<file path="src/verilog/rfc_pkg.sv">
// package: register map, field layout, timing counts and carriers of the receive framer control bank
package rfc_pkg;

  localparam int          ADDR_W         = 16;
  // register word indices of one port; the byte address is four times the index
  localparam logic [13:0] HDLC_CTRL_IDX  = 14'h0010;
  localparam logic [13:0] HDLC_SUPP_IDX  = 14'h0011;
  localparam logic [13:0] MON_SEL_IDX    = 14'h0012;
  localparam logic [13:0] SIG_CTRL_IDX   = 14'h0013;
  localparam logic [13:0] MON_VAL_IDX    = 14'h001f;
  localparam logic [13:0] ONES_MASK_IDX  = 14'h0038;
  localparam int          ONES_MASK_REGS = 3;
  localparam logic [13:0] PORT_STRIDE    = 14'h0200;
  localparam logic [13:0] BANK_STRIDE    = 14'h2000;
  localparam int          PORTS_PER_BANK = 8;

  // rx_hdlc_control fields
  localparam int          CRC_DISP_BIT   = 7;
  localparam int          HDLC_RST_BIT   = 6;
  localparam int          MAP_SEL_BIT    = 5;
  localparam int          CHAN_SEL_LSB   = 0;
  localparam int          CHAN_W         = 5;
  // rx_signalling_control fields; bit 4 is force_sig_ones in T1, cas_resync_mode in E1
  localparam int          SIG_ONES_BIT   = 4;
  localparam int          FORCE_FRZ_BIT  = 2;
  localparam int          FRZ_ALLOW_BIT  = 1;
  localparam int          INTEG_BIT      = 0;
  // reset values and writable masks
  localparam logic [7:0]  REG_RESET      = 8'h00;
  localparam logic [7:0]  MON_SEL_MASK   = 8'h1f;
  localparam logic [7:0]  SIG_CTRL_MASK  = 8'h17;

  // timing counts
  localparam int          HDLC_RST_FRAMES = 2;
  localparam int          INTEG_MFRAMES   = 3;
  localparam int          MFAS_ERR_LIMIT  = 2;
  localparam int          FRAMES_PER_MF   = 16;
  localparam int          SIG_TS          = 16;
  localparam int          T1_CHANNELS     = 24;
  localparam int          NUM_CHANNELS    = 32;

  // one received timeslot from the framer
  typedef struct packed {
    logic       valid;
    logic [4:0] num;
    logic [7:0] data;
    logic [3:0] sig;
    logic       sig_upd;
    logic       sig_frame;
    logic [1:0] sig_sel;
  } rfc_ts_type;

  // one unit handed to the receive HDLC controller
  typedef struct packed {
    logic       valid;
    logic [7:0] data;
    logic [7:0] bit_en;
  } rfc_hdlc_type;

  // per-channel signalling history
  typedef struct packed {
    logic [1:0] cnt;
    logic [3:0] cand;
    logic [3:0] held;
  } rfc_sig_entry_type;

  typedef enum logic {CAS_HUNT, CAS_SYNC} rfc_cas_state_type;

endpackage : rfc_pkg

</file>
<file path="src/verilog/rfc_sig_mem.sv">
// per-channel signalling store with a registered read port
`timescale 1ns/1ps
module rfc_sig_mem #(
  parameter int WIDTH = 10,
  parameter int DEPTH = 32,
  parameter int AW    = 5
) (
  // clock
  input  wire logic             clk,
  // write side
  input  wire logic             we,
  input  wire logic [AW-1:0]    waddr,
  input  wire logic [WIDTH-1:0] wdata,
  // read side
  input  wire logic [AW-1:0]    raddr,
  output logic      [WIDTH-1:0] rdata_q
);

  logic [WIDTH-1:0] mem [DEPTH];

  // no reset on the array; the owner tracks which entries hold data
  always_ff @(posedge clk)
  begin
    if (we)
      mem[waddr] <= wdata;
  end

  // read before write when addresses meet in one cycle
  always_ff @(posedge clk)
  begin
    rdata_q <= mem[raddr];
  end

endmodule : rfc_sig_mem

</file>
<file path="src/verilog/rfc_regs.sv">
// receive framer control registers of one port with hdlc routing, monitor, cas alignment and signalling
//
// Contract
// - crc display bit set: crc-16 goes to the hdlc fifo after the last octet.
// - hdlc reset bit resets the hdlc receiver and fifo, then clears itself.
// - a requested hdlc reset completes within two frame periods.
// - map select 0 feeds hdlc from a channel, 1 from fdl or sa bits.
// - five-bit channel select picks the hdlc channel; zero means channel 1.
// - a new hdlc channel select takes effect only when an hdlc reset completes.
// - five-bit monitor select picks which channel shows in the monitor readback.
// - t1 force-ones replaces robbed-bit signalling with ones on masked channels.
// - e1: two consecutive errored multiframe alignment signals start a resync.
// - cas mode 1 also resyncs on a multiframe whose timeslot 16 is all zero.
// - cas mode 1 aligns only if the preceding timeslot 16 holds a one.
// - force-freeze freezes signalling outputs and overrides the receive freeze enable.
// - freeze-allow 0 never freezes signalling; 1 permits freezing.
// - integration on: signalling must be stable three multiframes before reporting.
// - ones insertion affects the serial output only; signalling output stays actual.
//
// Local design decision: the APB register port.
`timescale 1ns/1ps
module rfc_regs
  import rfc_pkg::*;
#(
  parameter int PORT_N = 1
) (
  // clock and reset
  input  wire logic              pclk,
  input  wire logic              presetn,
  // apb slave
  input  wire logic              psel,
  input  wire logic              penable,
  input  wire logic              pwrite,
  input  wire logic [ADDR_W-1:0] paddr,
  input  wire logic [31:0]       pwdata,
  output logic      [31:0]       prdata,
  output logic                   pready,
  output logic                   pslverr,
  // framer side
  input  wire logic              e1_mode,
  input  wire logic              frame_tick,
  input  wire rfc_ts_type        rx_ts,
  input  wire logic              fdl_valid,
  input  wire logic              fdl_bit,
  input  wire logic              sa_valid,
  input  wire logic              sa_bit,
  input  wire logic              rx_freeze_en,
  input  wire logic              freeze_req,
  input  wire logic              sig_reinsert_en,
  // hdlc receiver
  output rfc_hdlc_type           hdlc_q,
  output logic                   hdlc_reset_q,
  output logic                   crc_to_fifo_en_q,
  // signalling outputs
  output logic                   rx_sig_valid_q,
  output logic      [3:0]        rx_sig_out_q,
  output logic      [7:0]        rx_serial_out_q,
  output logic                   sig_change_q,
  output logic      [4:0]        sig_change_chan_q,
  // e1 cas alignment
  output logic                   cas_mf_locked_q,
  output logic                   cas_resync_q
);

  ////////////////////////////////////////////////////////////////////////////
  // address decode

  localparam logic [13:0] PORT_BASE = 14'(PORT_STRIDE * (PORT_N - 1) + BANK_STRIDE * ((PORT_N - 1) / PORTS_PER_BANK));
  localparam logic [1:0]  RST_LAST  = 2'(HDLC_RST_FRAMES - 1);
  localparam logic [1:0]  INTEG_CNT = 2'(INTEG_MFRAMES);
  localparam logic [1:0]  ERR_LAST  = 2'(MFAS_ERR_LIMIT - 1);
  localparam logic [3:0]  MF_LAST   = 4'(FRAMES_PER_MF - 1);

  logic [7:0]  ctrl_q;
  logic [7:0]  supp_q;
  logic [7:0]  mon_sel_q;
  logic [7:0]  sig_ctrl_q;
  logic [7:0]  mon_val_q;
  logic [7:0]  ones_q [ONES_MASK_REGS];
  logic [23:0] ones_flat;
  logic [13:0] widx;
  logic        map_hit;
  logic [7:0]  rd_d;
  logic        acc_first;
  logic        wr_en;
  logic        ctrl_wr;
  logic [1:0]  rst_ticks_q;
  logic        rst_done;
  logic [4:0]  active_chan_q;

  assign widx      = paddr[ADDR_W-1:2];
  assign acc_first = psel && penable && !pready;
  assign wr_en     = psel && penable && pready && pwrite && map_hit;
  assign ctrl_wr   = wr_en && (widx == PORT_BASE + HDLC_CTRL_IDX);
  assign ones_flat = {ones_q[2], ones_q[1], ones_q[0]};

  // word decode of this port's copy; misaligned bytes are unmapped
  always_comb
  begin
    map_hit = (paddr[1:0] == 2'h0);
    rd_d    = 8'h00;
    case (widx - PORT_BASE)
      HDLC_CTRL_IDX: rd_d = ctrl_q;
      HDLC_SUPP_IDX: rd_d = supp_q;
      MON_SEL_IDX:   rd_d = mon_sel_q;
      SIG_CTRL_IDX:  rd_d = sig_ctrl_q;
      MON_VAL_IDX:   rd_d = mon_val_q;
      ONES_MASK_IDX: rd_d = ones_q[0];
      ONES_MASK_IDX + 14'h0001: rd_d = ones_q[1];
      ONES_MASK_IDX + 14'h0002: rd_d = ones_q[2];
      default:       map_hit = 1'b0;
    endcase
  end

  // one wait state: answer comes the cycle after the first access cycle
  always_ff @(posedge pclk or negedge presetn)
  begin
    if (!presetn)
    begin
      pready  <= 1'b0;
      pslverr <= 1'b0;
      prdata  <= 32'h0000_0000;
    end
    else
    begin
      pready  <= acc_first;
      pslverr <= acc_first && !map_hit;
      if (acc_first && !pwrite)
        prdata <= {24'h00_0000, map_hit ? rd_d : 8'h00}; // refused reads return zero, not a neighbour
    end
  end

  ////////////////////////////////////////////////////////////////////////////
  // software registers

  // reset bit: a host write of one wins over the completion clear
  always_ff @(posedge pclk or negedge presetn)
  begin
    if (!presetn)
      ctrl_q <= REG_RESET;
    else if (ctrl_wr)
    begin
      ctrl_q               <= pwdata[7:0];
      ctrl_q[HDLC_RST_BIT] <= pwdata[HDLC_RST_BIT] || (ctrl_q[HDLC_RST_BIT] && !rst_done);
    end
    else if (rst_done)
      ctrl_q[HDLC_RST_BIT] <= 1'b0;
  end

  // plain read/write registers
  always_ff @(posedge pclk or negedge presetn)
  begin
    if (!presetn)
    begin
      supp_q     <= REG_RESET;
      mon_sel_q  <= REG_RESET;
      sig_ctrl_q <= REG_RESET;
      for (int i = 0; i < ONES_MASK_REGS; i++)
        ones_q[i] <= REG_RESET;
    end
    else if (wr_en)
    begin
      if (widx == PORT_BASE + HDLC_SUPP_IDX)
        supp_q <= pwdata[7:0];
      if (widx == PORT_BASE + MON_SEL_IDX)
        mon_sel_q <= pwdata[7:0] & MON_SEL_MASK;
      if (widx == PORT_BASE + SIG_CTRL_IDX)
        sig_ctrl_q <= pwdata[7:0] & SIG_CTRL_MASK;
      for (int i = 0; i < ONES_MASK_REGS; i++)
        if (widx == PORT_BASE + ONES_MASK_IDX + 14'(i))
          ones_q[i] <= pwdata[7:0];
    end
  end

  ////////////////////////////////////////////////////////////////////////////
  // hdlc reset sequencing

  // counting two frame ticks guarantees at least one whole frame of flush
  assign rst_done = ctrl_q[HDLC_RST_BIT] && frame_tick && (rst_ticks_q == RST_LAST);

  always_ff @(posedge pclk or negedge presetn)
  begin
    if (!presetn)
      rst_ticks_q <= 2'h0;
    else if (!ctrl_q[HDLC_RST_BIT] || rst_done)
      rst_ticks_q <= 2'h0;
    else if (frame_tick)
      rst_ticks_q <= rst_ticks_q + 2'h1;
  end

  // the channel select is latched only when a reset finishes
  always_ff @(posedge pclk or negedge presetn)
  begin
    if (!presetn)
      active_chan_q <= 5'h00;
    else if (rst_done)
      active_chan_q <= ctrl_q[CHAN_SEL_LSB +: CHAN_W];
  end

  ////////////////////////////////////////////////////////////////////////////
  // hdlc feed and monitor

  always_ff @(posedge pclk or negedge presetn)
  begin
    if (!presetn)
    begin
      hdlc_q           <= '0;
      hdlc_reset_q     <= 1'b0;
      crc_to_fifo_en_q <= 1'b0;
    end
    else
    begin
      hdlc_reset_q     <= ctrl_q[HDLC_RST_BIT];
      crc_to_fifo_en_q <= ctrl_q[CRC_DISP_BIT];
      hdlc_q.valid     <= 1'b0;
      if (ctrl_q[HDLC_RST_BIT])
        hdlc_q.valid <= 1'b0;
      else if (!ctrl_q[MAP_SEL_BIT])
      begin
        if (rx_ts.valid && rx_ts.num == active_chan_q)
        begin
          hdlc_q.valid  <= 1'b1;
          hdlc_q.data   <= rx_ts.data;
          hdlc_q.bit_en <= ~supp_q;
        end
      end
      else if (e1_mode ? sa_valid : fdl_valid)
      begin
        hdlc_q.valid  <= 1'b1;
        hdlc_q.data   <= {7'h00, e1_mode ? sa_bit : fdl_bit};
        hdlc_q.bit_en <= 8'h01;
      end
    end
  end

  // monitor keeps the last byte of the chosen channel
  always_ff @(posedge pclk or negedge presetn)
  begin
    if (!presetn)
      mon_val_q <= REG_RESET;
    else if (rx_ts.valid && rx_ts.num == mon_sel_q[4:0])
      mon_val_q <= rx_ts.data;
  end

  ////////////////////////////////////////////////////////////////////////////
  // e1 cas multiframe alignment

  rfc_cas_state_type cas_state_q;
  logic [3:0]        mf_frame_q;
  logic [1:0]        mfas_err_q;
  logic              mf_zero_q;
  logic              prev_one_q;
  logic              ts16;
  logic              mfas_ok;
  logic              cas_mode;

  assign ts16     = e1_mode && rx_ts.valid && (rx_ts.num == 5'(SIG_TS));
  assign mfas_ok  = (rx_ts.data[7:4] == 4'h0);
  assign cas_mode = sig_ctrl_q[SIG_ONES_BIT];

  always_ff @(posedge pclk or negedge presetn)
  begin
    if (!presetn)
    begin
      cas_state_q  <= CAS_HUNT;
      mf_frame_q   <= 4'h0;
      mfas_err_q   <= 2'h0;
      mf_zero_q    <= 1'b0;
      prev_one_q   <= 1'b0;
      cas_resync_q <= 1'b0;
    end
    else
    begin
      cas_resync_q <= 1'b0;
      if (!e1_mode)
        cas_state_q <= CAS_HUNT;
      else if (ts16)
      begin
        prev_one_q <= |rx_ts.data;
        mf_frame_q <= mf_frame_q + 4'h1;
        mf_zero_q  <= (mf_frame_q == 4'h0) ? (rx_ts.data == 8'h00) : (mf_zero_q && rx_ts.data == 8'h00);
        case (cas_state_q)
          CAS_HUNT:
            if (mfas_ok && (!cas_mode || prev_one_q))
            begin
              cas_state_q <= CAS_SYNC;
              mf_frame_q  <= 4'h1;
              mfas_err_q  <= 2'h0;
              mf_zero_q   <= (rx_ts.data == 8'h00);
            end
          CAS_SYNC:
            if (mf_frame_q == 4'h0 && !mfas_ok && mfas_err_q == ERR_LAST)
            begin
              cas_state_q  <= CAS_HUNT;
              cas_resync_q <= 1'b1;
            end
            else if (cas_mode && mf_frame_q == MF_LAST && mf_zero_q && rx_ts.data == 8'h00)
            begin
              cas_state_q  <= CAS_HUNT;
              cas_resync_q <= 1'b1;
            end
            else if (mf_frame_q == 4'h0)
              mfas_err_q <= mfas_ok ? 2'h0 : mfas_err_q + 2'h1;
          default:
            cas_state_q <= CAS_HUNT;
        endcase
      end
    end
  end

  always_ff @(posedge pclk or negedge presetn)
  begin
    if (!presetn)
      cas_mf_locked_q <= 1'b0;
    else
      cas_mf_locked_q <= (cas_state_q == CAS_SYNC);
  end

  ////////////////////////////////////////////////////////////////////////////
  // signalling: integration, freeze and ones insertion

  rfc_ts_type          s1_q;
  rfc_sig_entry_type   ent_q;
  rfc_sig_entry_type   ent_d;
  logic [9:0]          mem_rdata;
  logic [31:0]         seen_q;
  logic                report;
  logic                frozen;
  logic                mem_we;
  logic                ones_hit;
  logic [7:0]          ser_d;

  // freezing needs the allow bit; force then wins over the freeze enable
  assign frozen   = sig_ctrl_q[FRZ_ALLOW_BIT] && (sig_ctrl_q[FORCE_FRZ_BIT] || (rx_freeze_en && freeze_req));
  assign mem_we   = s1_q.valid && s1_q.sig_upd && !frozen;
  assign ones_hit = !e1_mode && sig_ctrl_q[SIG_ONES_BIT] && s1_q.num < 5'(T1_CHANNELS) && ones_flat[s1_q.num];
  // an entry never written reads as settled on the live value
  assign ent_q    = seen_q[s1_q.num] ? rfc_sig_entry_type'(mem_rdata) : {2'h0, s1_q.sig, s1_q.sig};

  rfc_sig_mem #(
    .WIDTH ($bits(rfc_sig_entry_type)),
    .DEPTH (NUM_CHANNELS),
    .AW    (5)
  ) u_sig_mem (
    .clk     (pclk),
    .we      (mem_we),
    .waddr   (s1_q.num),
    .wdata   (ent_d),
    .raddr   (rx_ts.num),
    .rdata_q (mem_rdata)
  );

  // one stage so the stored entry lines up with its timeslot
  always_ff @(posedge pclk or negedge presetn)
  begin
    if (!presetn)
    begin
      s1_q   <= '0;
      seen_q <= 32'h0000_0000;
    end
    else
    begin
      s1_q <= rx_ts;
      if (mem_we)
        seen_q[s1_q.num] <= 1'b1;
    end
  end

  always_comb
  begin
    ent_d  = ent_q;
    report = 1'b0;
    if (!sig_ctrl_q[INTEG_BIT])
    begin
      report     = (s1_q.sig != ent_q.held);
      ent_d.held = s1_q.sig;
      ent_d.cand = s1_q.sig;
      ent_d.cnt  = 2'h0;
    end
    else
    begin
      if (s1_q.sig == ent_q.cand)
        ent_d.cnt = (ent_q.cnt == INTEG_CNT) ? INTEG_CNT : ent_q.cnt + 2'h1;
      else
      begin
        ent_d.cand = s1_q.sig;
        ent_d.cnt  = 2'h1;
      end
      if (ent_d.cnt == INTEG_CNT && ent_d.cand != ent_q.held)
      begin
        report     = 1'b1;
        ent_d.held = ent_d.cand;
      end
    end
  end

  // serial byte: frozen reinsertion first, then ones insertion on top
  always_comb
  begin
    ser_d = s1_q.data;
    if (s1_q.sig_frame && frozen && sig_reinsert_en)
      ser_d[0] = ent_q.held[s1_q.sig_sel];
    if (s1_q.sig_frame && ones_hit)
      ser_d[0] = 1'b1;
  end

  always_ff @(posedge pclk or negedge presetn)
  begin
    if (!presetn)
    begin
      rx_sig_valid_q    <= 1'b0;
      rx_sig_out_q      <= 4'h0;
      rx_serial_out_q   <= 8'h00;
      sig_change_q      <= 1'b0;
      sig_change_chan_q <= 5'h00;
    end
    else
    begin
      rx_sig_valid_q    <= s1_q.valid;
      rx_sig_out_q      <= frozen ? ent_q.held : s1_q.sig;
      rx_serial_out_q   <= ser_d;
      sig_change_q      <= mem_we && report;
      sig_change_chan_q <= s1_q.num;
    end
  end
endmodule : rfc_regs

</file>
<file path="config.mk">
export PLATFORM = sky130hd
export DESIGN_NAME = rfc_regs
export DESIGN_NICKNAME = d
export VERILOG_FILES = /design/src/verilog/rfc_pkg.sv /design/src/verilog/rfc_sig_mem.sv /design/src/verilog/rfc_regs.sv
export SDC_FILE = /design/constraint.sdc
export NUM_CORES = 1
export LEC_CHECK = 0
export BUFFER_PORTS_ARGS = -buffer_cell sky130_fd_sc_hd__buf_2
export CAP_MARGIN = 20
export CORE_MARGIN = 1
export CORE_UTILIZATION = 45
export CTS_CLUSTER_SIZE = 16
export DETAILED_ROUTE_END_ITERATION = 16
export RECOVER_POWER = 25
export SYNTH_ARGS = -nofsm -noshare
export SYNTH_HDL_FRONTEND = slang
export SYNTH_SLANG_ARGS = --single-unit
</file>
<file path="constraint.sdc">
create_clock -name pclk -period 3.1 [get_ports pclk]
set_input_delay 0.62 -clock pclk [delete_from_list [all_inputs] [get_ports pclk]]
set_output_delay 0.62 -clock pclk [all_outputs]
set_load 0.005 [all_outputs]
</file>
==> results of run 1 <==
[synthesized netlist by cell type (4+ instances only)]
master	count
nand3_1	9
ha_1	4
edfxtp_1	320
a221oi_1	5
mux2_2	75
or2_2	32
nor3_1	14
inv_1	10
or3b_2	4
nand2b_1	4
mux2i_1	29
and3_1	5
o22ai_1	4
a21oi_1	6
nor4b_1	4
or3_1	4
o31ai_1	10
a22o_1	8
or4_1	4
nand3b_1	6
nor4_1	7
dfrtp_1	177
buf_4	24
nand2_1	44
o21ai_0	21
nor2b_1	7
xor2_1	16
and2_1	5
dfxtp_1	10
nor2_1	47
mux4_2	112
clkbuf_1	37
buf_1	15
mux2_4	8
[registers in the layout, indices dropped and copies added, names as in the netlist, 2 cells and up]
name               cells
u_sig_mem.rdata_q     10
rst_ticks_q            2
mon_sel_q              5
mfas_err_q             2
hdlc_q                17
rx_serial_out_q        8
rx_sig_out_q           4
s1_q                  22
prdata                 8
seen_q                32
active_chan_q          5
mf_frame_q             4
sig_ctrl_q             4
u_sig_mem.mem        320
ones_flat             24
ctrl_q                 8
supp_q                 8
sig_change_chan_q      5
mon_val_q              8
[stage by stage]
step / hold WS, ns / cell area (um2)
after floorplan: 0.324 / 20400
after global placement: 0.332 / 22100
after detailed placement: 0.336 / 22100
after CTS: 0.0653 / 23700
after global routing: 0.100 / 23600
final: 0.121 / 23600
[worst paths after layout]
| kind | from | endpoint | depth (start not counted) | slack (ns) |
|---|---|---|---|---|
| max | s1_q[16] | u_sig_mem.mem[26][2] | 8 | 0.17 |
| min | rx_ts[6] | s1_q[6] | 1 | 0.12 |
| max reg2reg | s1_q[16] | u_sig_mem.mem[26][2] | 8 | 0.17 |
| min reg2reg | s1_q[10] | rx_serial_out_q[2] | 0 | 0.34 |
| max in group asynchronous | presetn | rx_serial_out_q[0] | 2 | 0.54 |
| min in group asynchronous | presetn | seen_q[5] | 1 | 0.62 |
[critical path: stages (launching register included)]
cell and delay, ns:
dfrtp_1 0.39, buf_12 0.20, mux2i_1 0.31, o22ai_1 0.12
nor4b_1 0.25, o211ai_1 0.19, and2_1 0.23, o21ai_0 0.27
mux2_2 0.63
[area by class of cell]
class                           count  share of cell area (%)
Sequential cell                   507                    60.2
Multi-Input combinational cell    556                    24.4
Clock buffer                       75                    6.07
Timing Repair Buffer              195                    5.21
Tap cell                          592                    3.13
Clock inverter                     17                   0.825
Inverter                           10                   0.159
Antenna cell                        2                  0.0212
[kinds of logic after synthesis]
group | count (synthesis) | synth area share, %
AO/OA/AOI/OAI | 72 | 2.50
XOR/XNOR | 18 | 0.774
adder cells (fa/ha/maj) | 4 | 0.246
buffers and inverters | 90 | 2.19
flip-flops | 507 | 69.9
multiplexers | 224 | 18.6
other | 1 | 0.0184
AND/OR/NAND/NOR | 214 | 5.77
[per-layer routing]
metal	wire length (um)	global-route usage [%]	up-vias
met4	1070	5.62	0
met5	0	0	-
met3	2130	3.95	70
met2	22300	32.9	234
li1	-	-	4751
met1	21100	29.4	5639
[power by group]
part / switching [mW] / total, mW / internal, mW / leakage (nW)
logic: 0.474 / 0.885 / 0.411 / 3.01
clock network: 2.55 / 6.01 / 3.46 / 0.789
registers: 0.129 / 7.51 / 7.38 / 5.38
total: 3.16 / 14.4 / 11.3 / 9.18
==> impl_metrics.csv, run 1 <==
group,metric,value,unit
logic_synthesis,synth-edff-count,320,
global_route,grt_antenna_before_repair,0,
logic_synthesis,syn_area_per_cell,18.0,um2
logic_synthesis,synth_largest_area_cell,"edfxtp_1",
worst_setup_path,path_max_fanout,32,
global_route,grt_max_degree,83,
layout,drive_above_1_share,35.6,%
clock_network,root_buffer,"clkbuf_16",
pwr,leakage,9.18,nW
logic_synthesis,synth.distinct_cells,60,
logic_synthesis,ys_async_sr_fraction,34.9,%
global_route,grt_overflow_total,0,
clock_network,cts_hold_buffers,0,
pwr,powerDensity,609,nW/um2
layout,final_cells,1954,
layout,final_common_cell,"edfxtp_1",
floorplan,dieWidth,215,um
clock_network,clockBufferDepth,3,
logic_synthesis,syn_area,20400,um2
worst_setup_path,path_class,"reg2reg",
sta,period_share,94.7,%
worst_setup_path,arrival,3.20,ns
route,drc,0,
pwr,vdd_ir_drop_max,0.375,mV
route,ant_nets,0,
placement,place_inst,1860,
route,drt_iter0_drc,878,
placement,hpwl,30200,um
logic_synthesis,synth_warnings,0,
global_route,grt_usage,20.7,%
sta,postLayoutSetupSlackWorst,0.165,ns
logic_synthesis,ys.flop_type,"edfxtp_1",
worst_setup_path,critPathCaptureType,"flip-flop",
floorplan,die-area,46100,um2
floorplan,core-area,44400,um2
worst_setup_path,cp.required,3.37,ns
logic_synthesis,synthCells,1130,
layout,final_cell_mix,"edfxtp_1, dfrtp_1, mux4_2, buf_2",
layout,area_growth,16.2,%
floorplan,start_util,45.8,%
job,max_cap_viol_count,1,
clock_network,cts_resized,0,
sta,tightest_slew,2.09,ns
floorplan,num_rows,77,
pwr,p_total,14.4,mW
worst_setup_path,critPathLaunchType,"flip-flop",
global_route,grt_first_pass_wirelength,71000,um
floorplan,die_y,215,um
floorplan,ios,158,
layout,utilization,53.2,%
sta,fin_tns_setup,0,ns
layout,finalNetCount,1409,
clock_network,clock_sinks,507,
hold_path,hold_path_class,"in2reg",
sta,skew,0.0325,ns
clock_network,clkTransAtPathRegs,0.06,ns
clock_network,postCtsSetupBuffers,0,
clock_network,clk_latency,0.62,ns
logic_synthesis,ys_top_cells_by_area,"edfxtp_1, dfrtp_1, mux4_2",
logic_synthesis,yosysTopAreaCellShare,47.2,%
clock_network,htreeDepth,2,
sta,max_slew_margin,-39.1,%
sta,rsz0062_at_grt,"false",
sta,drv_slew,83,
logic_synthesis,ys_ff_latch,507,
layout,regArea,14200,um2
sta,max_freq,341,MHz
status,outcome,"complete, but fails checks",
route,firstDrtPassIters,5,
route,wl_per_cell,23.8,um
sta,min_period,2.93,ns
layout,fillers,3558,
layout,multi_input_area,5760,um2
global_route,grt_pass1_vias,11300,
status,violations,"max-capacitance violations, max-slew violations",
clock_network,cts_buffers,51,
placement,io_buffers,109,
sta,setup_violations,0,
route,wl,46600,um
sta,hold_viol_final,0,
route,via_per_inst,5.47,
placement,dp_slack,-0.00425,ns
clock_network,cts_tree,"done",
placement,gp_congestion,0.834,
logic_synthesis,ys_seq_area_share,69.9,%
route,vias,10700,
(Power assumes the default switching activity.)
==> run 2: changes to the inputs <==
Settings changed: CTS_BUF_LIST set to sky130_fd_sc_hd__clkbuf_4 sky130_fd_sc_hd__clkbuf_8 sky130_fd_sc_hd__clkbuf_16.
==> run 2 against run 1 <==
  * The flow still finishes with violations (max-capacitance violations, max-slew violations)
  * Clock skew about the same
  * Cell count is 0.10% lower
  * Final area up 0.25%
  * Worst setup slack gained 0.018 ns
  * Non-clock buffer count did not move
  * Sequential power about the same
  * Die area is the same
  * Sequential share of layout area is 0.15 points lower
  * Critical path type unchanged
  * Largest cell class unchanged
==> impl_metrics.csv, run 2 (same netlist as run 1, synthesis figures left out) <==
group,metric,value,unit
status,violations,"max-capacitance violations, max-slew violations",
global_route,grt_overflow_total,0,
floorplan,die_y,215,um
worst_setup_path,worst-path-buf-inv,1,
pwr,powerDensity,614,nW/um2
floorplan,dieWidth,215,um
worst_setup_path,critPathLaunchType,"flip-flop",
sta,hold_viol_final,0,
sta,skew,0.0328,ns
global_route,grt_pass1_vias,11300,
status,outcome,"complete, but fails checks",
worst_setup_path,cp_slowest_stage_delay,0.63,ns
route,firstDrtPassIters,5,
sta,period_share,94.1,%
floorplan,num_rows,77,
worst_setup_path,cp_top_family,"multiplexers",
sta,setup_violations,0,
clock_network,htreeDepth,2,
floorplan,die-area,46100,um2
placement,place_inst,1860,
worst_setup_path,arrival,3.18,ns
route,wl_per_cell,23.9,um
clock_network,clk_latency,0.62,ns
clock_network,cts_tree,"done",
layout,final_cells,1952,
job,max_cap_viol_count,1,
layout,finalNetCount,1409,
sta,drv_slew,83,
route,wl,46600,um
worst_setup_path,cp.required,3.36,ns
global_route,grt_antenna_before_repair,0,
clock_network,cts_hold_buffers,0,
layout,multi_input_area,5760,um2
global_route,grt_first_pass_wirelength,71000,um
layout,utilization,53.4,%
layout,regArea,14200,um2
route,via_per_inst,5.48,
clock_network,clkTransAtPathRegs,0.06,ns
clock_network,clockBufferDepth,3,
placement,gp_congestion,0.834,
global_route,grt_max_degree,83,
hold_path,whs_path_depth,1,
worst_setup_path,worstPathCellList,"buf_12 > mux2i_1 > o22ai_1 > nor4b_1 > o211ai_1 > and2_1 > o21ai_0 > mux2_2",
layout,drive_above_1_share,36.8,%
layout,diodes,0,
worst_setup_path,reg2reg_slack,0.18,ns
placement,hpwl,30200,um
worst_setup_path,timing.rr.end,"u_sig_mem.mem[26][2]",
worst_setup_path,reg2regPathDepth,8,
pwr,leakage,9.24,nW
worst_setup_path,slowest_stage,"mux2_2",
floorplan,core-area,44400,um2
sta,rsz0062_at_grt,"false",
worst_setup_path,worstReg2RegStart,"s1_q[16]",
layout,final_common_cell,"edfxtp_1",
sta,min_period,2.92,ns
layout,fillers,3547,
floorplan,ios,158,
layout,largest_reg_flops,320,
route,ant_nets,0,
sta,max_slew_margin,-38.0,%
layout,largest_register,"u_sig_mem.mem",
route,drc,0,
route,vias,10700,
pwr,vdd_ir_drop_max,0.375,mV
clock_network,postCtsSetupBuffers,0,
sta,max_freq,343,MHz
layout,final_cell_mix,"edfxtp_1, dfrtp_1, mux4_2, buf_2",
clock_network,root_buffer,"clkbuf_16",
worst_setup_path,critPathCaptureType,"flip-flop",
global_route,grt_usage,20.7,%
layout,area_growth,16.5,%
hold_path,hold_path_class,"in2reg",
worst_setup_path,path_class,"reg2reg",
hold_path,min_to,"s1_q[1]",
placement,io_buffers,109,
hold_path,holdCritStartpoint,"rx_ts[1]",
floorplan,start_util,45.8,%
clock_network,clock_sinks,507,
sta,whs,0.121,ns
worst_setup_path,path_max_fanout,32,
clock_network,cts_buffers,51,
route,drt_iter0_drc,866,
sta,tightest_slew,2.07,ns
run 2: area by class of cell:
class	count	area share, %
Sequential cell	507	60.1
Multi-Input combinational cell	556	24.3
Clock buffer	75	6.33
Timing Repair Buffer	195	5.20
Tap cell	592	3.12
Clock inverter	17	0.823
Inverter	10	0.158
run 2: through the flow:
stage / cell area (um2) / power (mW) / TNS [ns] / setup slack (ns)
after floorplan: 20400 / 8.13 / 0 / 0.0622
after global placement: 22100 / 8.53 / 0 / 0.0493
after detailed placement: 22100 / 8.55 / -0.0132 / -0.00425
after CTS: 23800 / 14.7 / 0 / 0.125
after global routing: 23700 / 15.0 / 0 / 0.00891
final: 23700 / 14.6 / 0 / 0.183
run 2: power breakdown:
group / internal, mW / switching [mW] / total [mW] / leakage [nW]
clock network: 3.61 / 2.55 / 6.16 / 0.847
logic: 0.411 / 0.473 / 0.884 / 3.01
registers: 7.38 / 0.129 / 7.51 / 5.38
total: 11.4 / 3.16 / 14.6 / 9.24
run 2: worst max path at each step:
stage               startpoint                   end  slack, ns  cells after the start
finish                s1_q[16]  u_sig_mem.mem[26][2]       0.18                      8
global route          s1_q[17]  u_sig_mem.mem[25][2]      0.009                      8
CTS                   s1_q[16]  u_sig_mem.mem[28][0]       0.13                      8
detailed placement   paddr[11]          ones_flat[6]     -0.004                      9
global placement     paddr[11]          ones_flat[1]       0.05                      9
floorplan            paddr[11]          ones_flat[0]       0.06                      9
run 2: timing repair:
item	CTS	global route
endpoints found under the hold margin	0	0
gates resized for setup	0	1
endpoints found under the setup margin	0	7
run 2: routing by layer:
layer  wire length (um)  GRT usage (%)
met5                  0              0
met2              22300           32.9
met3               2170           3.95
met1              21100           29.4
met4               1070           5.62
